[src/hdl/lii_pkg.sv]
// Package for the local interrupt unit model-register slice.
// Assumes one core clock; the core issues one model-register access per cycle at most.
package lii_pkg;

  // ----------------------------------------
  // Model-register addresses
  // ----------------------------------------
  localparam logic [11:0] LII_ADDR_LOG_DEST  = 12'h80D;
  localparam logic [11:0] LII_ADDR_ERR_FLAGS = 12'h828;
  localparam logic [11:0] LII_ADDR_INT_CMD   = 12'h830;
  localparam logic [11:0] LII_ADDR_OWN_INT   = 12'h83F;

  // ----------------------------------------
  // Error flag positions and command fields
  // ----------------------------------------
  localparam int LII_ERR_SEND_ILL_POS   = 5;
  localparam int LII_ERR_RECV_ILL_POS   = 6;
  localparam int LII_ERR_ILL_ADDR_POS   = 7;
  localparam int LII_ERR_REDIR_POS      = 4;
  localparam logic [31:0] LII_ERR_RESET = 32'h0000_0000;
  localparam logic [7:0]  LII_VEC_ILL_MAX = 8'h0F;
  localparam logic [2:0]  LII_DLV_FIXED   = 3'h0;
  localparam logic [2:0]  LII_DLV_LOWPRI  = 3'h1;
  localparam logic [1:0]  LII_SH_SELF     = 2'h1;
  localparam logic [31:0] LII_DEST_BCAST  = 32'hFFFF_FFFF;
  // Writable bits of command low word: vector, mode, dest mode, level, trigger, shorthand
  localparam logic [31:0] LII_CMD_LO_MASK = 32'h000C_CFFF;
  localparam logic [31:0] LII_OWN_MASK    = 32'h0000_00FF;
  // Command word and unit ID field positions
  localparam int LII_CMD_VEC_LSB    = 0;
  localparam int LII_CMD_MODE_LSB   = 8;
  localparam int LII_CMD_LOG_POS    = 11;
  localparam int LII_CMD_TRIG_POS   = 15;
  localparam int LII_CMD_SH_LSB     = 18;
  localparam int LII_ID_MEMBER_LSB  = 0;
  localparam int LII_ID_CLUSTER_LSB = 4;

  // ----------------------------------------
  // Carriers
  // ----------------------------------------
  typedef struct packed {
    logic        valid;
    logic        write;
    logic [11:0] addr;
    logic [63:0] wdata;
  } lii_req_t;

  typedef struct packed {
    logic        valid;
    logic [31:0] dest;
    logic [1:0]  shorthand;
    logic        level_trig;
    logic        logical;
    logic [2:0]  mode;
    logic [7:0]  vector;
  } lii_ipi_t;

endpackage

[src/hdl/lii_core.sv]
// Local interrupt unit: extended-ID model-register slice (error flags, command, logical dest, own-core).
// Assumes the core holds a request one cycle and samples ack, fault and read data in the cycle after it.
// How it works
// RL1 - Reserved address or reserved-bit access in extended-ID mode raises a fault.
// RL2 - Non-zero write to error flags faults; detected errors are recorded there.
// RL3 - Command or own-core write with vector 0FH or below sets send-illegal.
// RL4 - Incoming vector 0FH or below is dropped and only sets receive-illegal.
// RL5 - Lowest-priority command write sets redirectible flag and is not sent.
// RL6 - Lowest-priority plus illegal vector sets only the redirectible flag.
// RL7 - Command low word lacks delivery status; destination is 32 bits wide.
// RL8 - One write to the command register dispatches the interrupt.
// RL9 - Command read-back is for debug only; requester must not trust it.
// RL10 - All-ones destination is broadcast in logical and physical modes.
// RL11 - Logical destination is 32-bit, read-only, read at 80DH.
// RL12 - No flat logical mode; destination format register is absent.
// RL13 - Logical destination: cluster in upper 16 bits, one-hot member in lower.
// RL14 - Unimplemented cluster or member bits read as zero.
// RL15 - Logical destination is ID[19:4] in top half, one shifted by ID[3:0].
// RL16 - Logical destination reloads whenever extended-ID mode becomes enabled.
// RL17 - Own-core register at 083FH holds an 8-bit vector, upper bits reserved.
// RL18 - Own-core write acts as self, edge, fixed send with the written vector.
// RL19 - Own-core register is write-only; reading it faults.
// RL20 - Own-core write completes only with the request bit already set.
// RL21 - Self-sent interrupts are tracked like bus-received ones.
// RL22 - Same-vector edge interrupts may merge into one pending request.
// RL23 - Error flag positions are parameters with the legacy layout.
`timescale 1ns/1ps

module lii_core
  import lii_pkg::*;
#(
  parameter int CLUSTER_BITS  = 16,
  parameter int MEMBER_BITS   = 16,
  parameter int ERR_SEND_POS  = LII_ERR_SEND_ILL_POS,
  parameter int ERR_RECV_POS  = LII_ERR_RECV_ILL_POS,
  parameter int ERR_ADDR_POS  = LII_ERR_ILL_ADDR_POS,
  parameter int ERR_REDIR_POS = LII_ERR_REDIR_POS
)
(
  // Clock and reset
  input  wire logic         clk_i,
  input  wire logic         rst_b_i,
  // Mode and identity
  input  wire logic         ext_mode_i,
  input  wire logic [31:0]  unit_id_i,
  // Model-register access from the core
  input  wire lii_req_t     req_i,
  output logic              ack_o,
  output logic              fault_o,
  output logic [63:0]       rdata_o,
  // Incoming interrupts from the system bus
  input  wire logic         rx_valid_i,
  input  wire logic [7:0]   rx_vector_i,
  input  wire logic         rx_level_i,
  // Outgoing interrupt messages
  output lii_ipi_t          ipi_o,
  output logic              ipi_bcast_o,
  // Request and trigger tracking
  input  wire logic [255:0] accept_clr_i,
  output logic [255:0]      req_pending_o,
  output logic [255:0]      trig_kind_o
);

  // ----------------------------------------
  // Elaboration checks
  // ----------------------------------------
  if (CLUSTER_BITS < 1 || CLUSTER_BITS > 16 || MEMBER_BITS < 1 || MEMBER_BITS > 16)
  begin : g_bad_width
    $error("lii_core: cluster and member widths must be 1..16");
  end

  if (ERR_SEND_POS < 0 || ERR_SEND_POS > 31 || ERR_RECV_POS < 0 || ERR_RECV_POS > 31 ||
      ERR_ADDR_POS < 0 || ERR_ADDR_POS > 31 || ERR_REDIR_POS < 0 || ERR_REDIR_POS > 31)
  begin : g_bad_err_pos
    $error("lii_core: error flag positions must be 0..31");
  end

  // A shared position would hide which error happened
  if (ERR_SEND_POS == ERR_RECV_POS || ERR_SEND_POS == ERR_ADDR_POS || ERR_SEND_POS == ERR_REDIR_POS ||
      ERR_RECV_POS == ERR_ADDR_POS || ERR_RECV_POS == ERR_REDIR_POS || ERR_ADDR_POS == ERR_REDIR_POS)
  begin : g_same_err_pos
    $error("lii_core: error flag positions must differ");
  end

  // ----------------------------------------
  // Decode
  // ----------------------------------------
  function automatic logic vec_illegal(input logic [7:0] v);
    vec_illegal = (v <= LII_VEC_ILL_MAX);
  endfunction

  logic [31:0]  err_ff;
  logic [31:0]  nxt_err;
  logic [31:0]  cmd_lo_ff;
  logic [31:0]  cmd_hi_ff;
  logic [31:0]  log_dest_ff;
  logic [31:0]  nxt_log_dest;
  logic         ext_d_ff;
  logic [255:0] pend_ff;
  logic [255:0] trig_ff;
  lii_ipi_t     ipi_ff;
  lii_ipi_t     nxt_ipi;
  logic         bcast_ff;
  logic         ack_ff;
  logic         fault_ff;
  logic [63:0]  rdata_ff;

  wire acc      = req_i.valid & ext_mode_i;
  wire is_wr    = acc & req_i.write;
  wire is_rd    = acc & ~req_i.write;
  wire hit_ld   = (req_i.addr == LII_ADDR_LOG_DEST);
  wire hit_err  = (req_i.addr == LII_ADDR_ERR_FLAGS);
  wire hit_cmd  = (req_i.addr == LII_ADDR_INT_CMD);
  wire hit_own  = (req_i.addr == LII_ADDR_OWN_INT);
  wire [31:0] wlo = req_i.wdata[31:0];
  wire [31:0] whi = req_i.wdata[63:32];

  // Command fields of the low word; the own-core vector shares bits 7..0
  wire [7:0]  cmd_vec     = wlo[LII_CMD_VEC_LSB +: 8];
  wire [2:0]  cmd_mode    = wlo[LII_CMD_MODE_LSB +: 3];
  wire        cmd_logical = wlo[LII_CMD_LOG_POS];
  wire        cmd_level   = wlo[LII_CMD_TRIG_POS];
  wire [1:0]  cmd_sh      = wlo[LII_CMD_SH_LSB +: 2];
  wire        cmd_bcast   = (whi == LII_DEST_BCAST);                          // [RL10]

  wire bad_addr   = ~(hit_ld | hit_err | hit_cmd | hit_own);                  // [RL1] [RL12]
  wire wr_resv    = (hit_cmd & |(wlo & ~LII_CMD_LO_MASK))
                  | (hit_own & |({whi, wlo & ~LII_OWN_MASK}))                 // [RL17]
                  | (hit_err & |req_i.wdata);                                 // [RL2]
  wire wr_ro      = hit_ld;                                                   // [RL11]
  wire rd_wo      = hit_own;                                                  // [RL19]
  wire flt        = (is_wr & (bad_addr | wr_resv | wr_ro)) | (is_rd & (bad_addr | rd_wo)); // [RL1]
  wire cmd_go     = is_wr & hit_cmd & ~flt;                                   // [RL8]
  wire own_go     = is_wr & hit_own & ~flt;
  wire cmd_lowpri = (cmd_mode == LII_DLV_LOWPRI);
  wire cmd_ill    = vec_illegal(cmd_vec);
  wire cmd_send   = cmd_go & ~cmd_lowpri & ~cmd_ill;                          // [RL5] [RL8]
  wire [7:0] own_vec = cmd_vec;
  wire own_ok     = own_go & ~vec_illegal(own_vec);
  wire rx_ok      = rx_valid_i & ~vec_illegal(rx_vector_i);                   // [RL4]

  // Error events; lowest priority masks the send-illegal event
  wire ev_redir    = cmd_go & cmd_lowpri;                                     // [RL5] [RL6]
  wire ev_send_ill = (cmd_go & ~cmd_lowpri & cmd_ill) | (own_go & ~own_ok);   // [RL3] [RL6]
  wire ev_recv_ill = rx_valid_i & ~rx_ok;                                     // [RL4]
  wire ev_ill_addr = acc & bad_addr;                                          // [RL2]

  // ----------------------------------------
  // Error flags
  // ----------------------------------------
  always_comb
  begin
    nxt_err = err_ff;
    if (ev_redir)
      nxt_err[ERR_REDIR_POS] = 1'b1;                                          // [RL5] [RL6]
    if (ev_send_ill)
      nxt_err[ERR_SEND_POS] = 1'b1;                                           // [RL3] [RL23]
    if (ev_recv_ill)
      nxt_err[ERR_RECV_POS] = 1'b1;                                           // [RL4]
    if (ev_ill_addr)
      nxt_err[ERR_ADDR_POS] = 1'b1;                                           // [RL2]
  end

  // ----------------------------------------
  // Logical destination
  // ----------------------------------------
  wire [15:0] ld_cluster = unit_id_i[LII_ID_CLUSTER_LSB +: 16];
  wire [15:0] ld_member  = 16'h0001 << unit_id_i[LII_ID_MEMBER_LSB +: 4];     // [RL15]
  wire        ext_rise   = ext_mode_i & ~ext_d_ff;                            // [RL16]
  wire [15:0] cl_mask    = 16'hFFFF >> (16 - CLUSTER_BITS);
  wire [15:0] mb_mask    = 16'hFFFF >> (16 - MEMBER_BITS);
  assign nxt_log_dest = {ld_cluster & cl_mask, ld_member & mb_mask};          // [RL13] [RL14]

  // ----------------------------------------
  // Outgoing message
  // ----------------------------------------
  always_comb
  begin
    nxt_ipi = '0;
    if (cmd_send)
    begin
      nxt_ipi.valid      = 1'b1;                                              // [RL8]
      nxt_ipi.dest       = whi;                                               // [RL7]
      nxt_ipi.shorthand  = cmd_sh;
      nxt_ipi.level_trig = cmd_level;
      nxt_ipi.logical    = cmd_logical;
      nxt_ipi.mode       = cmd_mode;
      nxt_ipi.vector     = cmd_vec;
    end
  end

  // ----------------------------------------
  // Request and trigger set masks
  // ----------------------------------------
  // One comparator per vector instead of a 256-bit shifter
  wire [255:0] own_set;
  wire [255:0] rx_set;
  for (genvar v = 0; v < 256; v++)
  begin : g_vec
    assign own_set[v] = own_ok & (own_vec == 8'(v));                          // [RL18] [RL20]
    assign rx_set[v]  = rx_ok & (rx_vector_i == 8'(v));                       // [RL21]
  end
  wire [255:0] rx_lvl  = rx_level_i ? rx_set : '0;

  // ----------------------------------------
  // Read data selection
  // ----------------------------------------
  // Faulting reads and all writes answer zero
  wire        rd_ok     = is_rd & ~flt;
  wire [63:0] nxt_rdata = !rd_ok  ? 64'h0 :
                          hit_ld  ? {32'h0, log_dest_ff} :                    // [RL11] [RL14]
                          hit_err ? {32'h0, err_ff} :
                          hit_cmd ? {cmd_hi_ff, cmd_lo_ff} :                  // [RL9]
                          64'h0;

  // ----------------------------------------
  // Registers
  // ----------------------------------------
  // Error flags are only ever set here; reset is their one clear
  always_ff @(posedge clk_i or negedge rst_b_i)
  begin
    if (!rst_b_i)
    begin
      err_ff   <= LII_ERR_RESET;
      ipi_ff   <= '0;
      bcast_ff <= 1'b0;
    end
    else
    begin
      err_ff   <= nxt_err;
      ipi_ff   <= nxt_ipi;
      bcast_ff <= nxt_ipi.valid & cmd_bcast;                                  // [RL10]
    end
  end

  // Logical destination follows each rise of extended-ID mode
  always_ff @(posedge clk_i or negedge rst_b_i)
  begin
    if (!rst_b_i)
    begin
      ext_d_ff    <= 1'b0;
      log_dest_ff <= '0;
    end
    else
    begin
      ext_d_ff <= ext_mode_i;
      if (ext_rise)
        log_dest_ff <= nxt_log_dest;                                          // [RL16]
    end
  end

  // Command word kept only for debug read-back
  always_ff @(posedge clk_i or negedge rst_b_i)
  begin
    if (!rst_b_i)
    begin
      cmd_lo_ff <= '0;
      cmd_hi_ff <= '0;
    end
    else if (cmd_go)
    begin
      cmd_lo_ff <= wlo & LII_CMD_LO_MASK;                                     // [RL7]
      cmd_hi_ff <= whi;
    end
  end

  // Set wins over accept-clear so a same-cycle arrival survives
  always_ff @(posedge clk_i or negedge rst_b_i)
  begin
    if (!rst_b_i)
    begin
      pend_ff <= '0;
      trig_ff <= '0;
    end
    else
    begin
      pend_ff <= (pend_ff & ~accept_clr_i) | own_set | rx_set;                // [RL21] [RL22]
      trig_ff <= (trig_ff & ~(own_set | rx_set)) | rx_lvl;                    // [RL18]
    end
  end

  // Answer registered so read data comes from flip-flops
  always_ff @(posedge clk_i or negedge rst_b_i)
  begin
    if (!rst_b_i)
    begin
      ack_ff   <= 1'b0;
      fault_ff <= 1'b0;
      rdata_ff <= '0;
    end
    else
    begin
      ack_ff   <= acc;
      fault_ff <= flt;
      rdata_ff <= nxt_rdata;                                                  // [RL11]
    end
  end

  // ----------------------------------------
  // Outputs
  // ----------------------------------------
  assign ack_o         = ack_ff;
  assign fault_o       = fault_ff;
  assign rdata_o       = rdata_ff;
  assign ipi_o         = ipi_ff;
  assign ipi_bcast_o   = bcast_ff;
  assign req_pending_o = pend_ff;
  assign trig_kind_o   = trig_ff;

endmodule

[config.mk]
export PLATFORM = sky130hd
export DESIGN_NAME = lii_core
export DESIGN_NICKNAME = d
export VERILOG_FILES = /design/src/hdl/lii_pkg.sv /design/src/hdl/lii_core.sv
export SDC_FILE = /design/constraint.sdc
export NUM_CORES = 1
export LEC_CHECK = 0
export BUFFER_PORTS_ARGS = -buffer_cell sky130_fd_sc_hd__buf_2
export CAP_MARGIN = 5
export CORE_AREA = 3 3 396 398
export CTS_BUF_LIST = sky130_fd_sc_hd__clkbuf_16
export CTS_CLUSTER_DIAMETER = 150
export DETAILED_ROUTE_END_ITERATION = 16
export DIE_AREA = 0 0 399 401
export GPL_TIMING_DRIVEN = 1
export HOLD_SLACK_MARGIN = 0.15
export PLACE_DENSITY = 0.47
export SYNTH_ARGS = -nofsm -noshare
export SYNTH_HDL_FRONTEND = slang
export SYNTH_SLANG_ARGS = --single-unit
[constraint.sdc]
create_clock -name clk_i -period 1.4 [get_ports clk_i]
set_input_delay 0.07 -clock clk_i [delete_from_list [all_inputs] [get_ports clk_i]]
set_output_delay 0.07 -clock clk_i [all_outputs]
set_load 0.01 [all_outputs]
==> results of run 1 <==
cell usage in the layout, fill, tap and decap left out, drive strengths merged, types with 8 or more instances in the layout:
| cell type | count |
|---|---|
| a31oi | 176 |
| a22oi | 12 |
| and2 | 95 |
| nand4bb | 13 |
| nor3 | 20 |
| dfrtp | 712 |
| dlygate4sd3 | 446 |
| nor2 | 185 |
| mux2i | 175 |
| o21ai | 307 |
| buf | 1578 |
| or2 | 17 |
| nor2b | 197 |
| a21oi | 176 |
| nand4 | 14 |
| or4 | 10 |
| diode | 15 |
| inv | 83 |
| nand2 | 435 |
| a211o | 65 |
| nor4 | 88 |
| nand3 | 8 |
| nand4b | 9 |
| a22o | 9 |
| clkinv | 42 |
| clkbuf | 95 |
| or4b | 9 |
| nand2b | 16 |
| mux2 | 48 |
Yosys cell counts (all sizes together):
master / number / share of area
nand2: 435 / 0.052
nand2b: 16 / 0.0032
nor3b: 3 / 0.00071
or4: 10 / 0.0027
or4b: 9 / 0.0030
nand4bb: 13 / 0.0046
or3: 3 / 0.00075
inv: 67 / 0.0080
a21o: 1 / 0.00024
o41ai: 2 / 0.00055
and3b: 2 / 0.00055
nor4b: 2 / 0.00075
a22o: 9 / 0.0025
o31ai: 2 / 0.00047
a31oi: 176 / 0.035
nand3b: 2 / 0.00047
o32ai: 1 / 0.00028
a21oi: 176 / 0.028
or2: 17 / 0.0034
a22oi: 12 / 0.0028
and3: 2 / 0.00040
clkbuf: 214 / 0.025
mux2i: 175 / 0.055
nor4bb: 1 / 0.00032
dfrtp: 712 / 0.56
nor2: 185 / 0.022
mux2: 48 / 0.018
o21ai: 307 / 0.049
a31o: 3 / 0.00083
o311ai: 1 / 0.00028
a41o: 1 / 0.00032
and2: 95 / 0.019
a222oi: 4 / 0.0013
nor2b: 197 / 0.039
nand4b: 9 / 0.0025
a211oi: 1 / 0.00024
nor3: 20 / 0.0038
a211o: 65 / 0.018
nand3: 8 / 0.0013
buf: 48 / 0.0081
nor4: 88 / 0.019
nand4: 14 / 0.0028
and4: 4 / 0.0011
report_power, final:
part | internal [uW] | leakage, uW | switching (uW) | total (uW)
clock network | 12600 | 0.00140 | 10100 | 22700
registers | 21000 | 0.00986 | 331 | 21300
logic | 2570 | 0.0163 | 3150 | 5720
metrics by stage:
| step | area, um^2 | cells | setup TNS (ns) |
|---|---|---|---|
| CTS | 52400 | 7113 | -194.93 |
| global route | 53100 | 7144 | -249.89 |
| finish | 53200 | 7153 | -250.18 |
| detailed placement | 44400 | 6490 | -813.19 |
| floorplan | 32000 | 3160 | -406.30 |
| global placement | 44400 | 6490 | -837.55 |
per-layer routing:
layer	share of wire	up-vias	GRT usage	wire [um]
met3	0.067	299	0.0514	13500
met1	0.41	16800	0.300	81800
li1	-	14800	-	-
met5	0.00045	-	0	91
met4	0.040	12	0.0915	8110
met2	0.48	1342	0.406	97100
worst max-delay path: cells and delay by family:
family | cells | cell delay, ns
AO/OA/AOI/OAI | 1 | 0.12
AND/OR/NAND/NOR | 4 | 1.51
buffers and inverters | 5 | 0.84
what timing repair did:
item | in CTS | in global routing
cloned | 6 | 8
setup endpoints to repair | 794 | 706
endpoints found under the hold margin | 1408 | 29
gates resized for setup | 126 | 78
setup buffers | 9 | 15
hold buffers | 450 | 3
pin swaps | 12 | 13
logic make-up after synthesis:
logic type / count (synthesis) / synth area share
DFF: 712 / 0.563
muxes: 223 / 0.0735
AOI/OAI and AO/OA: 761 / 0.139
and+or+nand+nor: 1135 / 0.183
buffers and inverters: 329 / 0.0415
final cells by class:
type,instances,area (um^2)
Fill cell,15700,101000
Inverter,67,251
Multi-Input combinational cell,2119,13600
Clock buffer,87,2180
Antenna cell,15,37.5
Sequential cell,712,17800
Clock inverter,71,649
Timing Repair Buffer,2038,16000
Tap cell,2044,2560
registers in the layout, indices dropped and copies added (netlist names), 4 cells and up:
register / count
err_ff: 4
cmd_hi_ff: 32
log_dest_ff: 32
trig_kind_o: 256
ipi_o: 48
cmd_lo_ff: 16
rdata_o: 64
req_pending_o: 256
worst paths after layout:
check,from,endpoint,slack [ns]
worst min-delay path,req_i[1],ipi_o[1],-0.18
max in group asynchronous,rst_b_i,req_pending_o[62],0.14
worst max-delay path,req_i[49],req_pending_o[223],-0.61
worst min register to register,trig_kind_o[12],trig_kind_o[12],0.37
min in group asynchronous,rst_b_i,req_pending_o[118],0.47
worst max register to register,req_pending_o[40],req_pending_o[40],0.04
==> results.rst, run 1 <==
.. list-table::
   :header-rows: 1

   * - Metric
     - Value
   * - IO Count
     - 1006
   * - Fin worst setup slack
     - -0.607 ns
   * - Max clock buf depth
     - 3
   * - Post-route worst hold slack
     - -0.185 ns
   * - Final Hold Vio Count
     - 2
   * - Core Area
     - 154000 um^2
   * - Die width
     - 399 um
   * - Worst path cell trace
     - buf_2 > nor4_4 > nand4_1 > buf_4 > or4_4 > buf_4 > or4_4 > buf_12 > buf_12 > o21ai_1
   * - Pin count of the biggest net entering global routing
     - 90
   * - Antenna Nets Post-Route
     - 0
   * - Cell at the root of the clock tree
     - clkbuf_16
   * - FMAX
     - 498 MHz
   * - Areal power density over the cells
     - 937 nW/um^2
   * - Number of library cell types mapped by synthesis
     - 59
   * - Synthesized instance count
     - 3160
   * - Cell with the biggest individual delay on the critical path
     - or4_4
   * - Final critical delay including setup and external delays
     - 2.01 ns
   * - Post-layout net count
     - 5404
   * - Post-synthesis cell area
     - 31600 um^2
   * - Starting utilization of the core area
     - 0.206
   * - Class of the most critical hold timing path
     - input pin to register
   * - CTS tree
     - done
   * - Static Leakage
     - 0.0276 uW
   * - Sinks on the clock net
     - 712
   * - # Max-Cap Violations
     - 0
   * - Clock latency reported for the late side of the worst-skew pair
     - 0.71 ns
   * - Arrival time of data at the critical path endpoint
     - 2.60 ns
   * - Final weighted congestion in routability-driven placement
     - 0.897
   * - Die area
     - 160000 um^2
   * - First-pass detailed-route iteration total
     - 8
   * - Number of max-slew violations in the final report
     - 0
   * - Post-placement worst setup slack
     - -1.86 ns
   * - Total overflow reported by the global router
     - 0
   * - Number of buffers inserted during clock tree synthesis
     - 87
   * - Area growth from synthesis to final layout
     - 68.1%
   * - Run status
     - finished with violations
   * - DR DRC count
     - 0
   * - Seq/Total Area, Yosys
     - 0.563
   * - Required @ worst endpoint
     - 1.99 ns
   * - Average wire length per cell after detail routing
     - 28.0 um
   * - Vias per std cell
     - 4.64
   * - Final setup skew
     - 0.0198 ns
   * - Worst Reg2Reg Path Length in Cells
     - 4
   * - Endpoint type of the worst setup path
     - register
   * - Site row count
     - 144
   * - H-Tree Level Count
     - 3
   * - Average instance area after synthesis
     - 10.0 um^2
   * - Post-CTS clock slew at the launch and capture registers of the worst setup and hold paths
     - 0.06 ns
   * - Critical path type
     - input pin to register
   * - Setup Viol. Count Final
     - 617
   * - Via count of the first global-routing pass
     - 34300
   * - Number of warning messages in the yosys log
     - 0
   * - Iteration-0 DRC Markers
     - 2436
   * - Placed wire-length estimate after detailed placement
     - 148000 um
   * - Antenna violations before repair
     - 25
   * - Power, Total
     - 49800 uW
   * - Crit start category
     - input pin
   * - First-pass GRT wire length
     - 272000 um
   * - Worst-path fanout max
     - 21
   * - Routed vias
     - 33200
   * - Max stage delay on crit path
     - 0.51 ns
   * - Transition time at the pin with the least slew margin
     - 1.17 ns
   * - Final clock period utilization by the worst path
     - 1.43
   * - Worst ir drop on vdd
     - 823 uV
   * - Instance count along the most critical hold path
     - 3
   * - Routed WL
     - 201000 um
   * - Utilization after layout
     - 0.346
   * - Count of port buffers added during placement
     - 993
   * - Tightest slew margin relative to the limit
     - 0.215
   * - Post-synth net total
     - 3539
   * - Total global-route track usage
     - 0.241
   * - Fraction of final layout cells with drive strength greater than 1
     - 0.388
   * - Die height
     - 401 um
   * - Violated checks
     - hold timing, setup timing
   * - #FFs+latches synth
     - 712
   * - Setup repair after global routing missed its margin
     - yes
Power figures use the tool's default switching activity.
==> run 2: changes to the inputs <==
--- a/config.mk
+++ b/config.mk
@@ -9,12 +9,12 @@
 export CAP_MARGIN = 5
 export CORE_AREA = 3 3 396 398
 export CTS_BUF_LIST = sky130_fd_sc_hd__clkbuf_16
-export CTS_CLUSTER_DIAMETER = 150
 export DETAILED_ROUTE_END_ITERATION = 16
 export DIE_AREA = 0 0 399 401
 export GPL_TIMING_DRIVEN = 1
 export HOLD_SLACK_MARGIN = 0.15
 export PLACE_DENSITY = 0.47
+export RECOVER_POWER = 50
 export SYNTH_ARGS = -nofsm -noshare
 export SYNTH_HDL_FRONTEND = slang
 export SYNTH_SLANG_ARGS = --single-unit
==> run 2 against run 1 <==
The run ends with setup timing left. Sequential power about the same. Critical path depth is 1 lower. Clock skew grew 0.0018 ns. Critical path type unchanged.
==> results.rst, run 2 (same netlist as run 1, synthesis figures left out) <==
.. list-table::
   :header-rows: 1

   * - Metric
     - Value
   * - Run status
     - finished with violations (unchanged)
   * - Violated checks
     - setup timing (was hold timing, setup timing)
   * - Worst Reg2Reg Path Length in Cells
     - 4 (unchanged)
   * - Vias per std cell
     - 4.65 (was 4.64)
   * - Core Area
     - 154000 um^2 (unchanged)
   * - First-pass GRT wire length
     - 273000 um (was 272000 um)
   * - Max stage delay on crit path
     - 0.68 ns (was 0.51 ns)
   * - Sinks on the clock net
     - 712 (unchanged)
   * - Starting utilization of the core area
     - 0.206 (unchanged)
   * - DR DRC count
     - 0 (unchanged)
   * - # Max-Cap Violations
     - 0 (unchanged)
   * - Critical register-to-register path startpoint
     - req_pending_o[40] (unchanged)
   * - Antenna violations before repair
     - 24 (was 25)
   * - Iteration-0 DRC Markers
     - 2473 (was 2436)
   * - Logic gate share of total power
     - 0.114 (was 0.115)
   * - Max clock buf depth
     - 3 (unchanged)
   * - Area of the multi-input gates
     - 13900 um^2 (was 13600 um^2)
   * - Fin worst setup slack
     - -0.575 ns (was -0.607 ns)
   * - Total global-route track usage
     - 0.242 (was 0.241)
   * - Final clock period utilization by the worst path
     - 1.41 (was 1.43)
   * - Power, Total
     - 50100 uW (was 49800 uW)
   * - Reg-to-reg critical path endpoint
     - req_pending_o[40] (unchanged)
   * - Pin count of the biggest net entering global routing
     - 90 (unchanged)
   * - Setup Viol. Count Final
     - 1196 (was 617)
   * - Area growth from synthesis to final layout
     - 68.6% (was 68.1%)
   * - Transition time at the pin with the least slew margin
     - 1.24 ns (was 1.17 ns)
   * - IO Count
     - 1006 (unchanged)
   * - FMAX
     - 506 MHz (was 498 MHz)
   * - Number of buffers inserted during clock tree synthesis
     - 86 (was 87)
   * - Crit start category
     - input pin (unchanged)
   * - Area used by sequential logic in the layout
     - 17800 um^2 (unchanged)
   * - Die width
     - 399 um (unchanged)
   * - Final setup skew
     - 0.0216 ns (was 0.0198 ns)
   * - Final weighted congestion in routability-driven placement
     - 0.897 (unchanged)
   * - Post-CTS clock slew at the launch and capture registers of the worst setup and hold paths
     - 0.06 ns (about the same)
   * - Die area
     - 160000 um^2 (unchanged)
   * - Average wire length per cell after detail routing
     - 28.0 um (about the same)
   * - Routed vias
     - 33300 (was 33200)
   * - Sequential power share
     - 0.426 (was 0.429)
   * - Endpoint type of the worst setup path
     - register (unchanged)
   * - Portion of total power attributed to the clock network
     - 0.460 (was 0.456)
   * - Areal power density over the cells
     - 940 nW/um^2 (was 937 nW/um^2)
   * - Cell area after layout
     - 53300 um^2 (was 53200 um^2)
   * - Startpoint of the tightest hold check path
     - req_i[67] (was req_i[1])
   * - Cell family contributing the most delay on the critical path
     - simple AND/OR/NAND/NOR gates (unchanged)
   * - Cell at the root of the clock tree
     - clkbuf_16 (unchanged)
   * - Tightest slew margin relative to the limit
     - 0.171 (was 0.215)
   * - Clock latency reported for the late side of the worst-skew pair
     - 0.73 ns (was 0.71 ns)
   * - Worst ir drop on vdd
     - 929 uV (was 823 uV)
   * - Instance count along the most critical hold path
     - 5 (was 3)
   * - Area post-placement
     - 44400 um^2 (unchanged)
   * - Reg-to-reg slack, setup
     - 0.03 ns (was 0.04 ns)
   * - First-pass detailed-route iteration total
     - 5 (was 8)
   * - Post-layout net count
     - 5398 (was 5404)
   * - Setup repair after global routing missed its margin
     - yes (unchanged)
   * - Count of port buffers added during placement
     - 993 (unchanged)
   * - Leading cell types in the layout, fill and taps excluded
     - 976 x buf_2, 712 x dfrtp_1, 442 x dlygate4sd3_1, 435 x nand2_1, 431 x buf_4 (was 982 x buf_2, 712 x dfrtp_1, 446 x dlygate4sd3_1, 437 x buf_4, 435 x nand2_1)
   * - Critical path type
     - input pin to register (unchanged)
   * - Required @ worst endpoint
     - 1.99 ns (about the same)
   * - Via count of the first global-routing pass
     - 34300 (about the same)
   * - Switching power
     - 13700 uW (was 13600 uW)
   * - Net Sw Frac
     - 0.274 (about the same)
   * - Final Hold Vio Count
     - 0 (was 2)
   * - Total overflow reported by the global router
     - 0 (unchanged)
   * - Die height
     - 401 um (unchanged)
   * - Power Internal
     - 36400 uW (was 36200 uW)
   * - Worst-path fanout max
     - 21 (unchanged)
   * - H-Tree Level Count
     - 3 (unchanged)
   * - CP Buf/Inv Count
     - 4 (was 5)
   * - Fill cells
     - 15600 (was 15700)
   * - Final critical delay including setup and external delays
     - 1.97 ns (was 2.01 ns)
   * - Routed WL
     - 201000 um (about the same)
   * - Placed wire-length estimate after detailed placement
     - 148000 um (unchanged)
   * - Most common library cell in the layout ignoring fill and taps
     - buf_2 (unchanged)
   * - Class of the most critical hold timing path
     - input pin to register (unchanged)
   * - Cell with the biggest individual delay on the critical path
     - or4_4 (unchanged)
   * - End point of the worst hold path
     - ipi_o[9] (was ipi_o[1])
   * - Fraction of final layout cells with drive strength greater than 1
     - 0.388 (about the same)
   * - Worst path cell trace
     - buf_8 > nor4_4 > nand4_1 > or4_4 > buf_4 > or4_4 > buf_12 > buf_12 > o21ai_1 (was buf_2 > nor4_4 > nand4_1 > buf_4 > or4_4 > buf_4 > or4_4 > buf_12 > buf_12 > o21ai_1)
   * - CTS tree
     - done (unchanged)
   * - Antenna Nets Post-Route
     - 0 (unchanged)
   * - Site row count
     - 144 (unchanged)
   * - Number of max-slew violations in the final report
     - 0 (unchanged)
   * - Static Leakage
     - 0.0279 uW (was 0.0276 uW)
   * - Arrival time of data at the critical path endpoint
     - 2.57 ns (was 2.60 ns)
run 2: cell types whose count changed in the layout (fill, tap and decap cells not counted), sizes merged, moves of 2 or more:
cell	delta
dlygate4sd3	-4
clkbuf	+3
diode	+3
dlymetal6s4s	-3
buf	-2
bufinv	+2
inv	+2
run 2: power groups by stage:
| stage | clock (uW) | combinational (uW) | sequential (uW) |
|---|---|---|---|
| after global placement | 0 | 4660 | 21700 |
| after CTS | 23600 | 5720 | 21300 |
| after detailed placement | 0 | 4690 | 21700 |
| final | 23100 | 5720 | 21300 |
| after global routing | 24400 | 6130 | 21400 |
| after floorplan | 0 | 1050 | 21800 |
run 2: worst max path at each step:
stage / startpoint / end / slack, ns / depth (start not counted)
finish: req_i[44] / req_pending_o[197] / -0.57 / 9
global route: req_i[33] / req_pending_o[222] / -0.54 / 9
CTS: req_i[44] / trig_kind_o[112] / -0.41 / 10
detailed placement: req_i[46] / trig_kind_o[68] / -1.86 / 8
global placement: req_i[46] / trig_kind_o[68] / -1.93 / 8
floorplan: req_i[74] / cmd_hi_ff[22] / -0.85 / 7
run 2: routing by layer:
metal | vias to the layer above | wire (um) | track usage
met5 | - | 47 | 0
met4 | 6 | 8890 | 0.0916
met3 | 313 | 14000 | 0.0566
met2 | 1353 | 96100 | 0.405
met1 | 16800 | 81400 | 0.299
li1 | 14800 | - | -
run 2: what timing repair did:
item	in CTS	in global routing
hold buffers	436	9
resized for setup	166	112
pin swaps	33	26
setup buffers	19	13
cloned	7	3
endpoints found under the setup margin	769	725
endpoints found under the hold margin	1408	24
run 2: layout make-up:
type | count | share of cell area
clock buffers | 86 | 0.0404
well taps | 2044 | 0.0480
flip-flops and latches | 712 | 0.334
repair buffers | 2032 | 0.298
clock inverters | 73 | 0.0131
diodes | 18 | 0.000845
inverters | 67 | 0.00472
multi-input cells | 2120 | 0.261
run 2: metrics by stage:
stage                     TNS, ns  hold slack, ns  instances  utilization  setup slack (ns)
after floorplan           -406.30          -0.226       3160            -            -0.853
after global placement    -837.55         -0.0449       6490        0.289             -1.93
after detailed placement  -813.19         -0.0456       6490        0.289             -1.86
after CTS                 -145.50          -0.321       7110        0.342            -0.413
after global routing      -377.97         -0.0268       7140        0.347            -0.538
final                     -319.87         0.00141       7152        0.347            -0.575
run 2: worst reg2reg max path, stage by stage, from the launching register on:
cell           delay [ns]
dfrtp_1              0.39
nor2b_1              0.14
a21oi_1              0.11
dlygate4sd3_1        0.56
o21ai_1              0.06
